<file path="config.mk">
export PLATFORM = sky130hd
export DESIGN_NAME = usb_dev_mode_hw_config_regs
export DESIGN_NICKNAME = d
export VERILOG_FILES = /design/src/verilog/mode_cfg_pkg.sv /design/src/verilog/usb_dev_mode_hw_config_regs.sv
export SDC_FILE = /design/constraint.sdc
export NUM_CORES = 1
export LEC_CHECK = 0
export BUFFER_PORTS_ARGS = -buffer_cell sky130_fd_sc_hd__buf_2
export CORE_MARGIN = 5
export CORE_UTILIZATION = 41
export DETAILED_ROUTE_END_ITERATION = 12
export GPL_TIMING_DRIVEN = 0
export PLACE_DENSITY = 0.73
export SETUP_SLACK_MARGIN = 0.3
export SLEW_MARGIN = 25
export SYNTH_ARGS = -nofsm -noshare
export SYNTH_HDL_FRONTEND = slang
export SYNTH_SLANG_ARGS = --single-unit
</file>
<file path="constraint.sdc">
create_clock -name CLK -period 2.4 [get_ports CLK]
set_input_delay 0 -clock CLK [delete_from_list [all_inputs] [get_ports CLK]]
set_output_delay 0 -clock CLK [all_outputs]
set_load 0.03 [all_outputs]
</file>
<file path="src/verilog/mode_cfg_pkg.sv">
// Command codes, field positions and reset values of the mode and configuration registers.
package mode_cfg_pkg;
    localparam logic [7:0]  CMD_MODE_WR    = 8'hb8;
    localparam logic [7:0]  CMD_MODE_RD    = 8'hb9;
    localparam logic [7:0]  CMD_HWCFG_WR   = 8'hba;
    localparam logic [7:0]  CMD_HWCFG_RD   = 8'hbb;
    localparam int          MODE_DMA_WIDTH = 7;
    localparam int          MODE_SUSPEND   = 5;
    localparam int          MODE_IRQ_EN    = 3;
    localparam int          MODE_DEBUG     = 2;
    localparam int          MODE_PULLUP    = 0;
    localparam logic [7:0]  MODE_RESET     = 8'h00;
    localparam int          CFG_EXT_PULLUP = 14;
    localparam int          CFG_NO_SLOW    = 13;
    localparam int          CFG_CLK_RUN    = 12;
    localparam int          CFG_DIV_LSB    = 8;
    localparam int          CFG_ACK_ONLY   = 7;
    localparam int          CFG_DREQ_POL   = 6;
    localparam int          CFG_DACK_POL   = 5;
    localparam int          CFG_EOT_POL    = 4;
    localparam int          CFG_WAKE_CS    = 3;
    localparam int          CFG_PWR_OFF    = 2;
    localparam int          CFG_IRQ_PULSE  = 1;
    localparam int          CFG_IRQ_POL    = 0;
    localparam logic [15:0] HWCFG_RESET    = 16'h2340;
    localparam int          CLK_PERIOD_NS  = 100;
    localparam int          IRQ_PULSE_NS   = 166;
    // Longest time rounds down, never below one cycle.
    localparam int          IRQ_PULSE_CYC  = (IRQ_PULSE_NS / CLK_PERIOD_NS) < 1 ? 1 :
                                             (IRQ_PULSE_NS / CLK_PERIOD_NS);
endpackage : mode_cfg_pkg

</file>
<file path="src/verilog/usb_dev_mode_hw_config_regs.sv">
// Mode and hardware configuration registers with their command port and derived controls.
// How it works
// - Command b8 writes the one-byte mode register, b9 reads it.
// - On a 16-bit host bus the upper byte of a mode write is dropped.
// - Mode bit 7 selects 16-bit DMA when one, 8-bit when zero.
// - Suspend starts only after bit 5 is written one and then zero.
// - Mode bit 3 gates every interrupt; zero holds all interrupts off.
// - Debug mode bit 2 makes every NAK and error raise an interrupt.
// - Otherwise bulk ACKs and completed isochronous transfers raise interrupts.
// - Mode bit 0 connects the pull-up, ignored when external pull-up is selected.
// - Mode register clears at power-on; bus reset keeps its stored bits.
// - Command ba writes and bb reads the two-byte hardware configuration.
// - Low byte holds device and pin control, high byte the clock controls and the external pull-up select.
// - Bus reset never changes the hardware configuration register.
// - Configuration drives connection, suspend clocks, clock divider, DMA mode, pins.
// - External pull-up selection keeps the internal switched pull-up off.
// - Output clock is 48 MHz over divider plus one, switched without glitches.
// - Handshake bit one selects acknowledge-only DMA, zero the classic handshake.
// - Interrupt output is a level, or a pulse of one 100 ns clock cycle (166 ns rounded down).
module usb_dev_mode_hw_config_regs
    import mode_cfg_pkg::*;
(
    input  wire logic        CLK,
    input  wire logic        RESETN,
    input  wire logic        BUS_RESET,
    input  wire logic        BUS16,
    input  wire logic        CMD_VALID,
    input  wire logic [7:0]  CMD_CODE,
    input  wire logic        WR_VALID,
    input  wire logic [15:0] WR_DATA,
    input  wire logic        RD_REQ,
    output logic      [15:0] RD_DATA,
    input  wire logic        EV_ACK,
    input  wire logic        EV_XFER_DONE,
    input  wire logic        EV_NAK,
    input  wire logic        EV_ERROR,
    input  wire logic        EV_ISO,
    input  wire logic        EV_OTHER,
    input  wire logic        CLK48_EN,
    output logic             INT_OUT,
    output logic             SUSPEND_REQ,
    output logic             PULLUP_ON,
    output logic             DMA_WIDE,
    output logic             DMA_ACK_ONLY,
    output logic             DREQ_HIGH,
    output logic             DACK_HIGH,
    output logic             EOT_HIGH,
    output logic             WAKE_ON_CS,
    output logic             POWER_OFF_EN,
    output logic             CLOCK_RUN,
    output logic             SLOW_CLK_OFF,
    output logic             CLKOUT_EN
);
    // The command sequencer remembers which register the last code opened and which byte
    // comes next. Any new code closes an unfinished transfer, so a host that gives up half
    // way never leaves a byte pointer behind for the next command. The bus reset input is
    // not read at all, because neither register may be touched by a bus reset.
    typedef enum logic [1:0] {IDLE, MODE_W, CFG_W, CFG_R} cmd_state_t;

    cmd_state_t  state;
    logic        byte_hi;
    logic [7:0]  mode_control;
    logic [15:0] hardware_config;
    logic        trig_prev;
    logic        irq_level;
    logic        irq_prev;
    logic [7:0]  pulse_cnt;
    logic [3:0]  div_active;
    logic [3:0]  div_cnt;
    logic        irq_event;

    // A bus reset is not read by the command sequencer either; it never reaches the stored bits.
    always_ff @(posedge CLK or negedge RESETN) begin
        if (!RESETN) begin
            state   <= IDLE;
            byte_hi <= 1'b0;
        end else if (CMD_VALID) begin
            byte_hi <= 1'b0;
            if (CMD_CODE == CMD_MODE_WR) begin
                state <= MODE_W;
            end else if (CMD_CODE == CMD_HWCFG_WR || CMD_CODE == CMD_HWCFG_RD) begin
                state <= (CMD_CODE == CMD_HWCFG_WR) ? CFG_W : CFG_R;
            end else begin
                state <= IDLE;
            end
        end else if (state == MODE_W && WR_VALID) begin
            state <= IDLE;
        end else if ((state == CFG_W && WR_VALID) || (state == CFG_R && RD_REQ)) begin
            // A 16-bit bus carries both bytes in one word; an 8-bit bus needs two.
            if (BUS16 || byte_hi) begin
                state   <= IDLE;
                byte_hi <= 1'b0;
            end else begin
                byte_hi <= 1'b1;
            end
        end
    end

    // Reserved bits are stored as written, so a read returns exactly what the host put there.
    // Only the power-on reset clears the register; that is the one place it loses its value.
    always_ff @(posedge CLK or negedge RESETN) begin
        if (!RESETN) begin
            mode_control <= MODE_RESET;
        end else if (state == MODE_W && WR_VALID) begin
            mode_control <= WR_DATA[7:0];
        end
    end

    // On an 8-bit host the low byte lands first and is live at once, before the high byte.
    // A host that changes pin polarities should therefore do so while the pins are idle.
    always_ff @(posedge CLK or negedge RESETN) begin
        if (!RESETN) begin
            hardware_config <= HWCFG_RESET;
        end else if (state == CFG_W && WR_VALID) begin
            if (BUS16) begin
                hardware_config <= WR_DATA;
            end else if (byte_hi) begin
                hardware_config[15:8] <= WR_DATA[7:0];
            end else begin
                hardware_config[7:0] <= WR_DATA[7:0];
            end
        end
    end

    always_ff @(posedge CLK or negedge RESETN) begin
        if (!RESETN) begin
            // Read data is captured on the command edge (an 8-bit config high byte on the first read phase), so it stays put while the host reads.
            RD_DATA <= 16'h0000;
        end else if (CMD_VALID && CMD_CODE == CMD_MODE_RD) begin
            RD_DATA <= {8'h00, mode_control};
        end else if (CMD_VALID && CMD_CODE == CMD_HWCFG_RD) begin
            RD_DATA <= BUS16 ? hardware_config : {8'h00, hardware_config[7:0]};
        end else if (state == CFG_R && RD_REQ && !BUS16 && !byte_hi) begin
            RD_DATA <= {8'h00, hardware_config[15:8]};
        end
    end

    // The trigger must fall from a stored one, so a lone zero write does nothing.
    always_ff @(posedge CLK or negedge RESETN) begin
        if (!RESETN) begin
            trig_prev   <= 1'b0;
            SUSPEND_REQ <= 1'b0;
        end else begin
            trig_prev   <= mode_control[MODE_SUSPEND];
            SUSPEND_REQ <= trig_prev && !mode_control[MODE_SUSPEND];
        end
    end

    // Events outside the endpoints interrupt in both modes; debug mode only swaps which
    // endpoint events count, so the event inputs can be wired the same in either mode.
    always_comb begin
        if (mode_control[MODE_DEBUG]) begin
            irq_event = EV_NAK || EV_ERROR || EV_OTHER;
        end else begin
            irq_event = (EV_ISO ? EV_XFER_DONE : EV_ACK) || EV_OTHER;
        end
    end

    always_ff @(posedge CLK or negedge RESETN) begin
        if (!RESETN) begin
            irq_level <= 1'b0;
            irq_prev  <= 1'b0;
            pulse_cnt <= 8'h00;
        end else begin
            irq_level <= irq_event && mode_control[MODE_IRQ_EN];
            irq_prev  <= irq_level;
            if (irq_level && !irq_prev) begin
                pulse_cnt <= 8'(IRQ_PULSE_CYC);
            end else if (pulse_cnt != 8'h00) begin
                pulse_cnt <= pulse_cnt - 8'h01;
            end
        end
    end

    // The pin idles at the inactive level of the configured polarity, also during reset.
    // Pulse mode costs one extra cycle of latency against level mode.
    always_ff @(posedge CLK or negedge RESETN) begin
        if (!RESETN) begin
            INT_OUT <= ~HWCFG_RESET[CFG_IRQ_POL];
        end else begin
            INT_OUT <= (hardware_config[CFG_IRQ_PULSE] ? (pulse_cnt != 8'h00) : irq_level)
                       ~^ hardware_config[CFG_IRQ_POL];
        end
    end

    // The new divider is taken only at the end of a whole output period, so no runt pulse.
    always_ff @(posedge CLK or negedge RESETN) begin
        if (!RESETN) begin
            div_active <= HWCFG_RESET[CFG_DIV_LSB +: 4];
            div_cnt    <= 4'h0;
            CLKOUT_EN  <= 1'b0;
        end else if (CLK48_EN) begin
            CLKOUT_EN <= (div_cnt == 4'h0);
            if (div_cnt >= div_active) begin
                div_cnt    <= 4'h0;
                div_active <= hardware_config[CFG_DIV_LSB +: 4];
            end else begin
                div_cnt <= div_cnt + 4'h1;
            end
        end else begin
            CLKOUT_EN <= 1'b0;
        end
    end

    // The remaining controls are plain register bits that other blocks read directly, except PULLUP_ON, gated by the external pull-up select.
    // They are left combinational since they only change on a host write.
    assign PULLUP_ON    = mode_control[MODE_PULLUP] && !hardware_config[CFG_EXT_PULLUP];
    assign DMA_WIDE     = mode_control[MODE_DMA_WIDTH];
    assign DMA_ACK_ONLY = hardware_config[CFG_ACK_ONLY];
    assign DREQ_HIGH    = hardware_config[CFG_DREQ_POL];
    assign DACK_HIGH    = hardware_config[CFG_DACK_POL];
    assign EOT_HIGH     = hardware_config[CFG_EOT_POL];
    assign WAKE_ON_CS   = hardware_config[CFG_WAKE_CS];
    assign POWER_OFF_EN = hardware_config[CFG_PWR_OFF];
    assign CLOCK_RUN    = hardware_config[CFG_CLK_RUN];
    assign SLOW_CLK_OFF = hardware_config[CFG_NO_SLOW];
endmodule : usb_dev_mode_hw_config_regs

</file>
==> out/metrics.csv, run 1 <==
metric,value,unit
status,completed,
drt-initial-drc-count,140,
die_footprint,0.00943,mm2
vias,2592,
worst_slew_pin_slew,627,ps
first_global_vias,2650,
timing.critical_path.slowest_cell_delay,550,ps
syn_area_per_cell,10.6,um2
ys_top_cells_by_area,"sky130_fd_sc_hd__dfrtp_1 47%, sky130_fd_sc_hd__mux2_2 7.2%, sky130_fd_sc_hd__dfstp_2 5.9%",
groute.usage.overall,17.1,%
global_route.usage.met1,21.7,%
clock_tree.root_cell,sky130_fd_sc_hd__clkbuf_8,
use_met2,27.1,%
path_cells,"inv_1, ha_1, nor3b_1, nand2_1, xnor2_1, nand2b_1",
drv_slew,0,
die_height,97.1,um
wirelength,7690,um
power.leakage,1.89,nW
ctsHtreeMaxLevel,3,
insertedDiodeCount,0,
ys_seq_elements,65,
die_width,97.1,um
vdd_ir_drop_max,0.426,mV
max_slew_margin,58.1,%
drc,0,
num_io_pins,67,
worst_setup_path_end_kind,flop,
fillCellCount,639,
cts_setup_buffers,0,
synthDominantCellAreaShare,46.6,%
synthCells,294,
worst_clock_skew,5.54,ps
post_route_cells_drive_above_1_share,29.8,%
setup-violations-final,0,
timing.setup.tns,0,ps
worst_hold_path_type,in -> reg,
crit_path_start,pulse_cnt[0]$_DFFE_PN0P_,
finalWorstPathRequiredPeriod,1910,ps
hold_viol,0,
drv_cap,0,
power_density,776,mW/mm2
synth_largest_area_cell,sky130_fd_sc_hd__dfrtp_1,
mappedNetlistArea,0.00311,mm2
ys_warnings,0,
grt_overflow,0,
final_weighted_congestion_in_routability_driven_placement,0.827,
buf_inv_stages_crit_path,1,
grt_first_pass_wirelength,12900,um
clk-insertion-delay-late,340,ps
cts.sinks,65,
start_kind,flop,
regArea,0.00164,mm2
synth_enable_flop_cells,0,
grt_antenna_before_repair,0,
critical_path.reg2reg.startpoint,pulse_cnt[0]$_DFFE_PN0P_,
grt.busiest_layer,met2,
ys_async_sr_fraction,100,%
viasPerCell,5.27,
port_buffers,63,
wl_per_cell,15.6,um
nNetsFinal,433,
critical_path_arrival,2140,ps
post_synthesis_net_count,339,
cts_made_buffers,9,
drt_pre_antenna_iters,4,
maxClockFrequency,0.523,GHz
pin_count_of_the_biggest_net_entering_global_routing,40,
core_region_area,0.00733,mm2
groute.layer.met3.usage,3.88,%
multi_input_comb_area,0.00138,mm2
launch_point_of_the_worst_hold_path,CMD_CODE[0],
initial_utilization,42.4,%
power.total,3.07,mW
seq_area_frac_synth,52.6,%
critPathKind,reg -> reg,
synth.cells.most_frequent,"58 x sky130_fd_sc_hd__dfrtp_1, 27 x sky130_fd_sc_hd__nand2_1, 20 x sky130_fd_sc_hd__mux2_2",
placementRows,31,
critPathSlowestCell,sky130_fd_sc_hd__nor3b_1,
ys.flop_type,sky130_fd_sc_hd__dfrtp_1,
drtAntennaViolNets,0,
timing.critical_path.required,2630,ps
path_clk_slew,70,ps
areaGrowthSynthToFinish,27.2,%
unrepaired_setup_endpoints_after_global_routing,false,
timing.critical_path.fanout_max,5,
yosys.cell_types.count,43,
post-synth-top-count-cell,sky130_fd_sc_hd__dfrtp_1,
place_hpwl,5510,um
period_utilization_post_route,79.7,%
cts_tree,built,
worst_path_dominant_cell_family,simple AND/OR/NAND/NOR gates,
clockBufferDepth,2,
-- metal layers --
metal	part of all wire (%)	up-vias
li1	-	1243
met5	0	-
met3	5.9	15
met2	48	81
met1	44	1253
met4	2.0	0
-- area by class of cell --
| cell class | instances | area share, % |
|---|---|---|
| buffer | 14 | 1.42 |
| clock buffer | 10 | 3.48 |
| clock inverter | 6 | 1.45 |
| inverter | 10 | 0.948 |
| multi-input combinational | 205 | 34.9 |
| sequential | 65 | 41.3 |
| tap | 99 | 3.13 |
| timing repair buffer | 83 | 13.3 |
-- cell usage in the layout, fill, tap and decap left out, types with 2 or more instances in the layout --
cell type,synthesis,layout
sky130_fd_sc_hd__clkbuf_1,10,10
sky130_fd_sc_hd__o21a_1,2,2
sky130_fd_sc_hd__xor2_1,2,2
sky130_fd_sc_hd__a21oi_1,16,16
sky130_fd_sc_hd__a31oi_1,10,10
sky130_fd_sc_hd__nand3_1,10,10
sky130_fd_sc_hd__nand3b_1,2,2
sky130_fd_sc_hd__o211ai_1,2,2
sky130_fd_sc_hd__dfstp_2,7,7
sky130_fd_sc_hd__o21ai_0,13,13
sky130_fd_sc_hd__nor2_1,16,16
sky130_fd_sc_hd__ha_1,7,7
sky130_fd_sc_hd__a211oi_1,10,10
sky130_fd_sc_hd__nor3b_1,2,2
sky130_fd_sc_hd__clkbuf_8,0,10
sky130_fd_sc_hd__nor2b_1,17,17
sky130_fd_sc_hd__a32o_1,2,2
sky130_fd_sc_hd__nand2b_1,4,4
sky130_fd_sc_hd__mux2i_1,9,9
sky130_fd_sc_hd__inv_1,10,10
sky130_fd_sc_hd__dfrtp_1,58,58
sky130_fd_sc_hd__buf_2,3,65
sky130_fd_sc_hd__nor3_1,4,4
sky130_fd_sc_hd__xnor2_1,4,4
sky130_fd_sc_hd__nand4_1,9,9
sky130_fd_sc_hd__mux2_2,20,20
sky130_fd_sc_hd__nand2_1,27,27
sky130_fd_sc_hd__clkinv_2,0,4
sky130_fd_sc_hd__and2_1,2,2
sky130_fd_sc_hd__dlygate4sd3_1,0,19
-- through the flow --
stage / instance area, um2 / hold WS [ps] / cells / worst slack (ps) / utilization (%)
finish: 3960 / 33.5 / 492 / 488 / 54.0
global route: 3960 / 26.4 / 492 / 326 / 54.0
CTS: 3960 / 16.2 / 492 / 493 / 54.0
detailed placement: 3570 / -61.2 / 457 / 548 / 48.7
global placement: 3550 / 188 / 456 / 564 / 48.4
floorplan: 3110 / -296 / 294 / 755 / -
-- power breakdown --
part | internal, mW | leakage [nW] | switching (mW)
clock | 0.500 | 0.102 | 0.410
combinational | 0.339 | 0.930 | 0.405
sequential | 1.26 | 0.855 | 0.153
-- flip-flops by register name, indices dropped and copies added (netlist names), 2 cells and up --
signal,count
state,2
div_cnt,4
div_active,4
mode_control,8
hardware_config,16
RD_DATA,16
pulse_cnt,8
-- what timing repair did --
item | CTS | global route
gates resized for setup | 0 | 0
hold buffers | 19 | 0
endpoints found under the hold margin | 86 | 0
-- path summary, 6_finish.rpt --
path,end,slack (ps),cells after the start
worst max register to register,pulse_cnt[0]$_DFFE_PN0P_,490,6
worst max-delay path,pulse_cnt[0]$_DFFE_PN0P_,490,6
worst min register to register,trig_prev$_DFF_PN0_,420,0
worst min-delay path,state[0]$_DFFE_PN0P_,30,3
max in group asynchronous,div_active[1]$_DFFE_PN1P_,1700,3
min in group asynchronous,pulse_cnt[0]$_DFFE_PN0P_,110,2
-- worst min-delay path, stage by stage --
cell                      delay [ps]
sky130_fd_sc_hd__buf_2           100
sky130_fd_sc_hd__xnor2_1         110
sky130_fd_sc_hd__a32o_1          130
-- cells by family after synthesis --
kind of cell,Yosys count,share of synthesized area (%)
compound gates,61,12.5
xor+xnor,6,1.69
fa+ha+maj,7,2.81
buf+inv,24,3.02
flops,65,52.6
mux,29,10.1
simple gates,102,17.3
Note: power is estimated with default switching activity, not from simulation.
==> run 2, diff against run 1 <==
--- a/config.mk
+++ b/config.mk
@@ -5,6 +5,7 @@
 export SDC_FILE = /design/constraint.sdc
 export NUM_CORES = 1
 export LEC_CHECK = 0
+export ABC_AREA = 1
 export BUFFER_PORTS_ARGS = -buffer_cell sky130_fd_sc_hd__buf_2
 export CORE_MARGIN = 5
 export CORE_UTILIZATION = 41
==> constraint.sdc (replaced) <==
create_clock -name CLK -period 1.79 [get_ports CLK]
set_input_delay 0 -clock CLK [delete_from_list [all_inputs] [get_ports CLK]]
set_output_delay 0 -clock CLK [all_outputs]
set_load 0.03 [all_outputs]
==> run 2 against run 1 <==
Area after synthesis grew 2.4%. First-iteration DRC count grew 21%. Combinational power grew 100%. Worst hold slack lost 5.7 ps. Flip-flop and latch count is the same. Design area grew 8.5%. Register-to-register slack lost 310 ps. Fmax grew 19%.
==> out/metrics.csv, run 2 <==
metric,value,unit,change
fin_util,56.2,%,+2.1 points
ys_warnings,0,,unchanged
worst_setup_path_end_kind,flop,,
max_slew_margin,69.1,%,+11 points
num_io_pins,67,,unchanged
wirelength,8330,um,+8.3%
first_global_vias,3009,,+14%
power.total,4.69,mW,+53%
synth_largest_area_cell,sky130_fd_sc_hd__dfrtp_1,,
worst_slew_pin_slew,463,ps,-164 ps
unrepaired_setup_endpoints_after_global_routing,true,,
final_cell_mix,"91 x sky130_fd_sc_hd__nand2_1, 65 x sky130_fd_sc_hd__buf_2, 58 x sky130_fd_sc_hd__dfrtp_1",,
path_cells,"inv_2, ha_4, inv_2, o21bai_1, nand3_2, nand3_4, nand2_4, nand2_1, nand2_1",,
post_route_cells_drive_above_1_share,26.5,%,-3.3 points
cts.sinks,65,,unchanged
seq_area_frac_synth,51.3,%,-1.2 points
core_region_area,0.00765,mm2,+4.3%
drt_pre_antenna_iters,4,,unchanged
ys_seq_elements,65,,unchanged
synth.cells.most_frequent,"93 x sky130_fd_sc_hd__nand2_1, 58 x sky130_fd_sc_hd__dfrtp_1, 50 x sky130_fd_sc_hd__nand3_1",,
synthCells,379,,+29%
path_clk_slew,70,ps,about the same
place_hpwl,5890,um,+7.1%
power_density,1090,mW/mm2,+41%
maxClockFrequency,0.621,GHz,+19%
setup-violations-final,0,,unchanged
ys.flop_type,sky130_fd_sc_hd__dfrtp_1,,
grt_antenna_before_repair,0,,unchanged
worst_hold_path_type,in -> reg,,
clockBufferDepth,2,,unchanged
post-synth-top-count-cell,sky130_fd_sc_hd__nand2_1,,
ctsHtreeMaxLevel,3,,unchanged
synth_enable_flop_cells,0,,unchanged
initial_utilization,41.7,%,-0.79 points
port_buffers,64,,+1.6%
final_weighted_congestion_in_routability_driven_placement,0.883,,+6.7%
drv_cap,0,,unchanged
nNetsFinal,538,,+24%
status,completed,,
buf_inv_stages_crit_path,2,,+1
worst_setup_slack_after_placement,185,ps,-363 ps
worst_path_dominant_cell_family,flip-flops,,
vias,2949,,+14%
die_width,98.1,um,+1.1%
critPathKind,reg -> reg,,
grt_first_pass_wirelength,13800,um,+7.0%
placementRows,32,,+3.2%
drt-initial-drc-count,170,,+21%
syn_area_per_cell,8.41,um2,-21%
drv_slew,0,,unchanged
timing.critical_path.fanout_max,5,,unchanged
layout_commonest_cell,sky130_fd_sc_hd__nand2_1,,
mappedNetlistArea,0.00319,mm2,+2.4%
ys_top_cells_by_area,"sky130_fd_sc_hd__dfrtp_1 46%, sky130_fd_sc_hd__nand2_1 11%, sky130_fd_sc_hd__nand3_1 7.9%",,
power.leakage,2.20,nW,+17%
die_height,98.1,um,+1.1%
period_utilization_post_route,89.9,%,+10 points
start_kind,flop,,
critPathSlowestCell,sky130_fd_sc_hd__dfstp_2,,
grt_overflow,0,,unchanged
cts_tree,built,,
insertedDiodeCount,0,,unchanged
wl_per_cell,13.9,um,-11%
finalWorstPathRequiredPeriod,1610,ps,-303 ps
worst_clock_skew,5.91,ps,+0.374 ps
groute.usage.overall,17.6,%,+0.52 points
viasPerCell,4.92,,-6.7%
pin_count_of_the_biggest_net_entering_global_routing,35,,-13%
drc,0,,unchanged
clk-insertion-delay-late,340,ps,about the same
timing.setup.tns,0,ps,unchanged
die_footprint,0.00963,mm2,+2.1%
worst_hold_slack,27.8,ps,-5.70 ps
hold_viol,0,,unchanged
timing.critical_path.slowest_cell_delay,540,ps,about the same
vdd_ir_drop_max,0.422,mV,-0.81%
cts_made_buffers,9,,unchanged
critical_path_arrival,1840,ps,-300 ps
synthDominantCellAreaShare,45.6,%,-1.1 points
drtAntennaViolNets,0,,unchanged
yosys.cell_types.count,34,,-21%
ys_async_sr_fraction,100,%,unchanged
post_synthesis_net_count,424,,+25%
clock_tree.root_cell,sky130_fd_sc_hd__clkbuf_8,,
biggestRegsByFlops,"RD_DATA (16), hardware_config (16)",,
timing.final.ws_setup,180,ps,-307 ps
timing.critical_path.required,2020,ps,-610 ps
areaGrowthSynthToFinish,34.8,%,
[run 2: what timing repair did]
item	in CTS	in global routing
hold endpoints to repair	87	0
cloned	0	0
resized for setup	6	8
pin swaps	5	7
buffers inserted	3	5
endpoints found under the setup margin	9	18
hold buffers	30	0
[run 2: path summary, 6_finish.rpt]
| path | startpoint | to | slack, ps | cells after the start |
|---|---|---|---|---|
| max reg2reg | div_active[1]$_DFFE_PN1P_ | div_active[2]$_DFFE_PN0P_ | 180 | 9 |
| min in group asynchronous | RESETN | pulse_cnt[0]$_DFFE_PN0P_ | 140 | 2 |
| max | div_active[1]$_DFFE_PN1P_ | div_active[2]$_DFFE_PN0P_ | 180 | 9 |
| max in group asynchronous | RESETN | hardware_config[8]$_DFFE_PN1P_ | 1050 | 3 |
| min reg2reg | irq_level$_DFF_PN0_ | irq_prev$_DFF_PN0_ | 410 | 0 |
| min | CMD_CODE[0] | state[0]$_DFFE_PN0P_ | 30 | 4 |
[run 2: area by class of cell]
type,count,area [um2]
inverters,39,146
clock buffers,9,124
well taps,102,128
multi-input cells,266,1400
repair buffers,103,716
clock inverters,7,71.3
fillers,672,3350
plain buffers,9,70.1
flip-flops and latches,65,1640
[run 2: per-layer routing]
layer  share of wire (%)  GRT usage, %  up-vias
met1                  43          22.4     1363
met3                 5.9          4.36       17
met5                   0             0        -
li1                    -             -     1455
met2                  49          29.4      114
met4                 2.0          5.99        0
[run 2: cell families after synthesis]
group / share of synthesized area [%]
flops: 51.3
simple gates: 30.1
compound gates: 7.15
xor+xnor: 1.92
buf+inv: 6.72
fa+ha+maj: 2.75
[run 2: tightest hold or removal path: cells and delay by family]
kind / cells / cell delay [ps]
buf+inv: 1 / 110
compound gates: 1 / 110
simple gates: 2 / 110
[run 2: power breakdown]
part	leakage, nW	internal (mW)	switching, mW	total [mW]
Sequential	0.848	1.76	0.200	1.96
Clock	0.0912	0.639	0.584	1.22
Combinational	1.26	0.634	0.872	1.51
[run 2: metrics by stage]
step | cells | instance area (um2)
global placement | 545 | 3640
finish | 600 | 4290
global route | 600 | 4290
CTS | 595 | 4200
floorplan | 379 | 3190
detailed placement | 546 | 3660
==> run 3, diff against run 2 <==
--- a/config.mk
+++ b/config.mk
@@ -11,7 +11,6 @@
 export CORE_UTILIZATION = 41
 export DETAILED_ROUTE_END_ITERATION = 12
 export GPL_TIMING_DRIVEN = 0
-export PLACE_DENSITY = 0.73
 export SETUP_SLACK_MARGIN = 0.3
 export SLEW_MARGIN = 25
 export SYNTH_ARGS = -nofsm -noshare
==> run 3 against run 2 <==
Global-route usage increased by 0.41 points. Core utilization rose by 0.18 points. Critical path depth unchanged. Die area stayed put.
==> out/metrics.csv, run 3 (synthesis gave the netlist of run 2 again) <==
metric,value,unit,change
fillCellCount,706,,+5.1%
die_footprint,0.00963,mm2,unchanged
clk-insertion-delay-late,340,ps,about the same
layout_commonest_cell,sky130_fd_sc_hd__nand2_1,,
timing.critical_path.slowest_cell_delay,540,ps,about the same
groute.usage.overall,18.0,%,+0.41 points
drc,0,,unchanged
buf_inv_stages_crit_path,2,,unchanged
pin_count_of_the_biggest_net_entering_global_routing,37,,+5.7%
setup-violations-final,0,,unchanged
first_global_vias,2946,,-2.1%
areaGrowthSynthToFinish,35.2,%,
drv_slew,0,,unchanged
worst_hold_path_type,in -> reg,,
clockBufferDepth,2,,unchanged
drt_pre_antenna_iters,4,,unchanged
drtAntennaViolNets,0,,unchanged
cts_made_buffers,9,,unchanged
grt_first_pass_wirelength,14000,um,+1.2%
die_height,98.1,um,unchanged
num_io_pins,67,,unchanged
port_buffers,64,,unchanged
place_hpwl,5920,um,+0.45%
worst_setup_path_end_kind,flop,,
timing.setup.tns,0,ps,unchanged
maxClockFrequency,0.611,GHz,-1.6%
unrepaired_setup_endpoints_after_global_routing,true,,
vdd_ir_drop_max,0.455,mV,+7.9%
worst_slew_pin_slew,509,ps,+45.8 ps
path_clk_slew,70,ps,about the same
viasPerCell,4.80,,-2.4%
core_region_area,0.00765,mm2,unchanged
vias,2884,,-2.2%
nNetsFinal,539,,+0.19%
insertedDiodeCount,0,,unchanged
initial_utilization,41.7,%,unchanged
power.leakage,2.22,nW,+0.76%
timing.final.ws_setup,154,ps,-26.0 ps
grt_overflow,0,,unchanged
timing.critical_path.required,2020,ps,about the same
power_density,1120,mW/mm2,+2.7%
drv_cap,0,,unchanged
biggestRegsByFlops,"RD_DATA (16), hardware_config (16)",,
clock_tree.root_cell,sky130_fd_sc_hd__clkbuf_8,,
worst_clock_skew,6.72,ps,+0.804 ps
critical_path_arrival,1860,ps,+20 ps
finalWorstPathRequiredPeriod,1640,ps,+26.0 ps
worst_path_dominant_cell_family,flip-flops,,
max_slew_margin,66.1,%,-3.1 points
hold_viol,0,,unchanged
period_utilization_post_route,91.4,%,+1.5 points
final_cell_mix,"89 x sky130_fd_sc_hd__nand2_1, 66 x sky130_fd_sc_hd__buf_2, 58 x sky130_fd_sc_hd__dfrtp_1",,
post_route_cells_drive_above_1_share,27.1,%,+0.55 points
fin_util,56.3,%,+0.18 points
cts_tree,built,,
path_cells,"inv_2, ha_4, inv_2, o21bai_1, nand3_2, nand3_4, nand2_4, nand2_2, nand2_2",,
critPathKind,reg -> reg,,
grt_antenna_before_repair,0,,unchanged
ctsHtreeMaxLevel,3,,unchanged
placementRows,32,,unchanged
timing.critical_path.fanout_max,5,,unchanged
start_kind,flop,,
final_weighted_congestion_in_routability_driven_placement,0.820,,-7.1%
wirelength,8200,um,-1.5%
status,completed,,
drt-initial-drc-count,80,,-53%
cts.sinks,65,,unchanged
critPathSlowestCell,sky130_fd_sc_hd__dfstp_2,,
worst_setup_slack_after_placement,155,ps,-29.8 ps
die_width,98.1,um,unchanged
wl_per_cell,13.6,um,-1.6%
[run 3: changes by cell type in the layout (fill, tap and decap cells not counted), sizes merged]
cell	before	now
clkbuf	12	14
clkinvlp	3	2
clkinv	3	1
buf	79	81
[run 3: worst paths after layout]
| kind | start | to | slack [ps] | cells past startpoint |
|---|---|---|---|---|
| max reg2reg | div_active[1]$_DFFE_PN1P_ | div_active[3]$_DFFE_PN0P_ | 150 | 9 |
| max in group asynchronous | RESETN | hardware_config[6]$_DFFE_PN1P_ | 1060 | 3 |
| min in group asynchronous | RESETN | pulse_cnt[6]$_DFFE_PN0P_ | 130 | 2 |
| min | CMD_CODE[0] | state[0]$_DFFE_PN0P_ | 30 | 4 |
| min reg2reg | irq_level$_DFF_PN0_ | irq_prev$_DFF_PN0_ | 400 | 0 |
| max | div_active[1]$_DFFE_PN1P_ | div_active[3]$_DFFE_PN0P_ | 150 | 9 |
[run 3: per-stage QoR]
step                      total power [mW]  instances  cell area [um2]  hold WS, ps
after floorplan                       2.82        379             3190         -296
after global placement                3.14        545             3640          226
after detailed placement              3.18        546             3660        -36.7
after CTS                             4.81        596             4240         11.7
after global routing                  5.16        601             4310         33.6
final                                 4.83        601             4310         33.5
[run 3: area by class of cell]
class	instances	area [um2]	area share (%)
buffer	9	67.6	1.57
timing repair buffer	104	714	16.6
clock inverter	4	50.0	1.16
clock buffer	12	165	3.83
tap	102	128	2.96
inverter	39	146	3.40
multi-input combinational	266	1400	32.5
sequential	65	1640	38.0
[run 3: report_power, final]
part	internal, mW	switching, mW
registers	1.76	0.187
logic	0.676	0.887
clock network	0.755	0.567
[run 3: tightest hold or removal path, stage by stage]
cell and delay (ps):
sky130_fd_sc_hd__buf_2 120, sky130_fd_sc_hd__nor3_1 60, sky130_fd_sc_hd__o21ai_1 110, sky130_fd_sc_hd__nand2_1 50
[run 3: repair_timing]
item / 4_1_cts / 5_1_grt
endpoints found under the setup margin: 7 / 16
cloned: 0 / 0
hold buffers: 30 / 0
setup buffers: 4 / 5
resized for setup: 8 / 7
hold endpoints to repair: 91 / 0
pin swaps: 7 / 7
[run 3: routing by layer]
layer / share of wire (%) / global-route usage [%] / routed length (um)
met5: 0 / 0 / 0
met4: 2.2 / 7.77 / 184
met3: 4.0 / 3.36 / 326
met2: 49 / 29.3 / 4000
met1: 45 / 23.5 / 3690
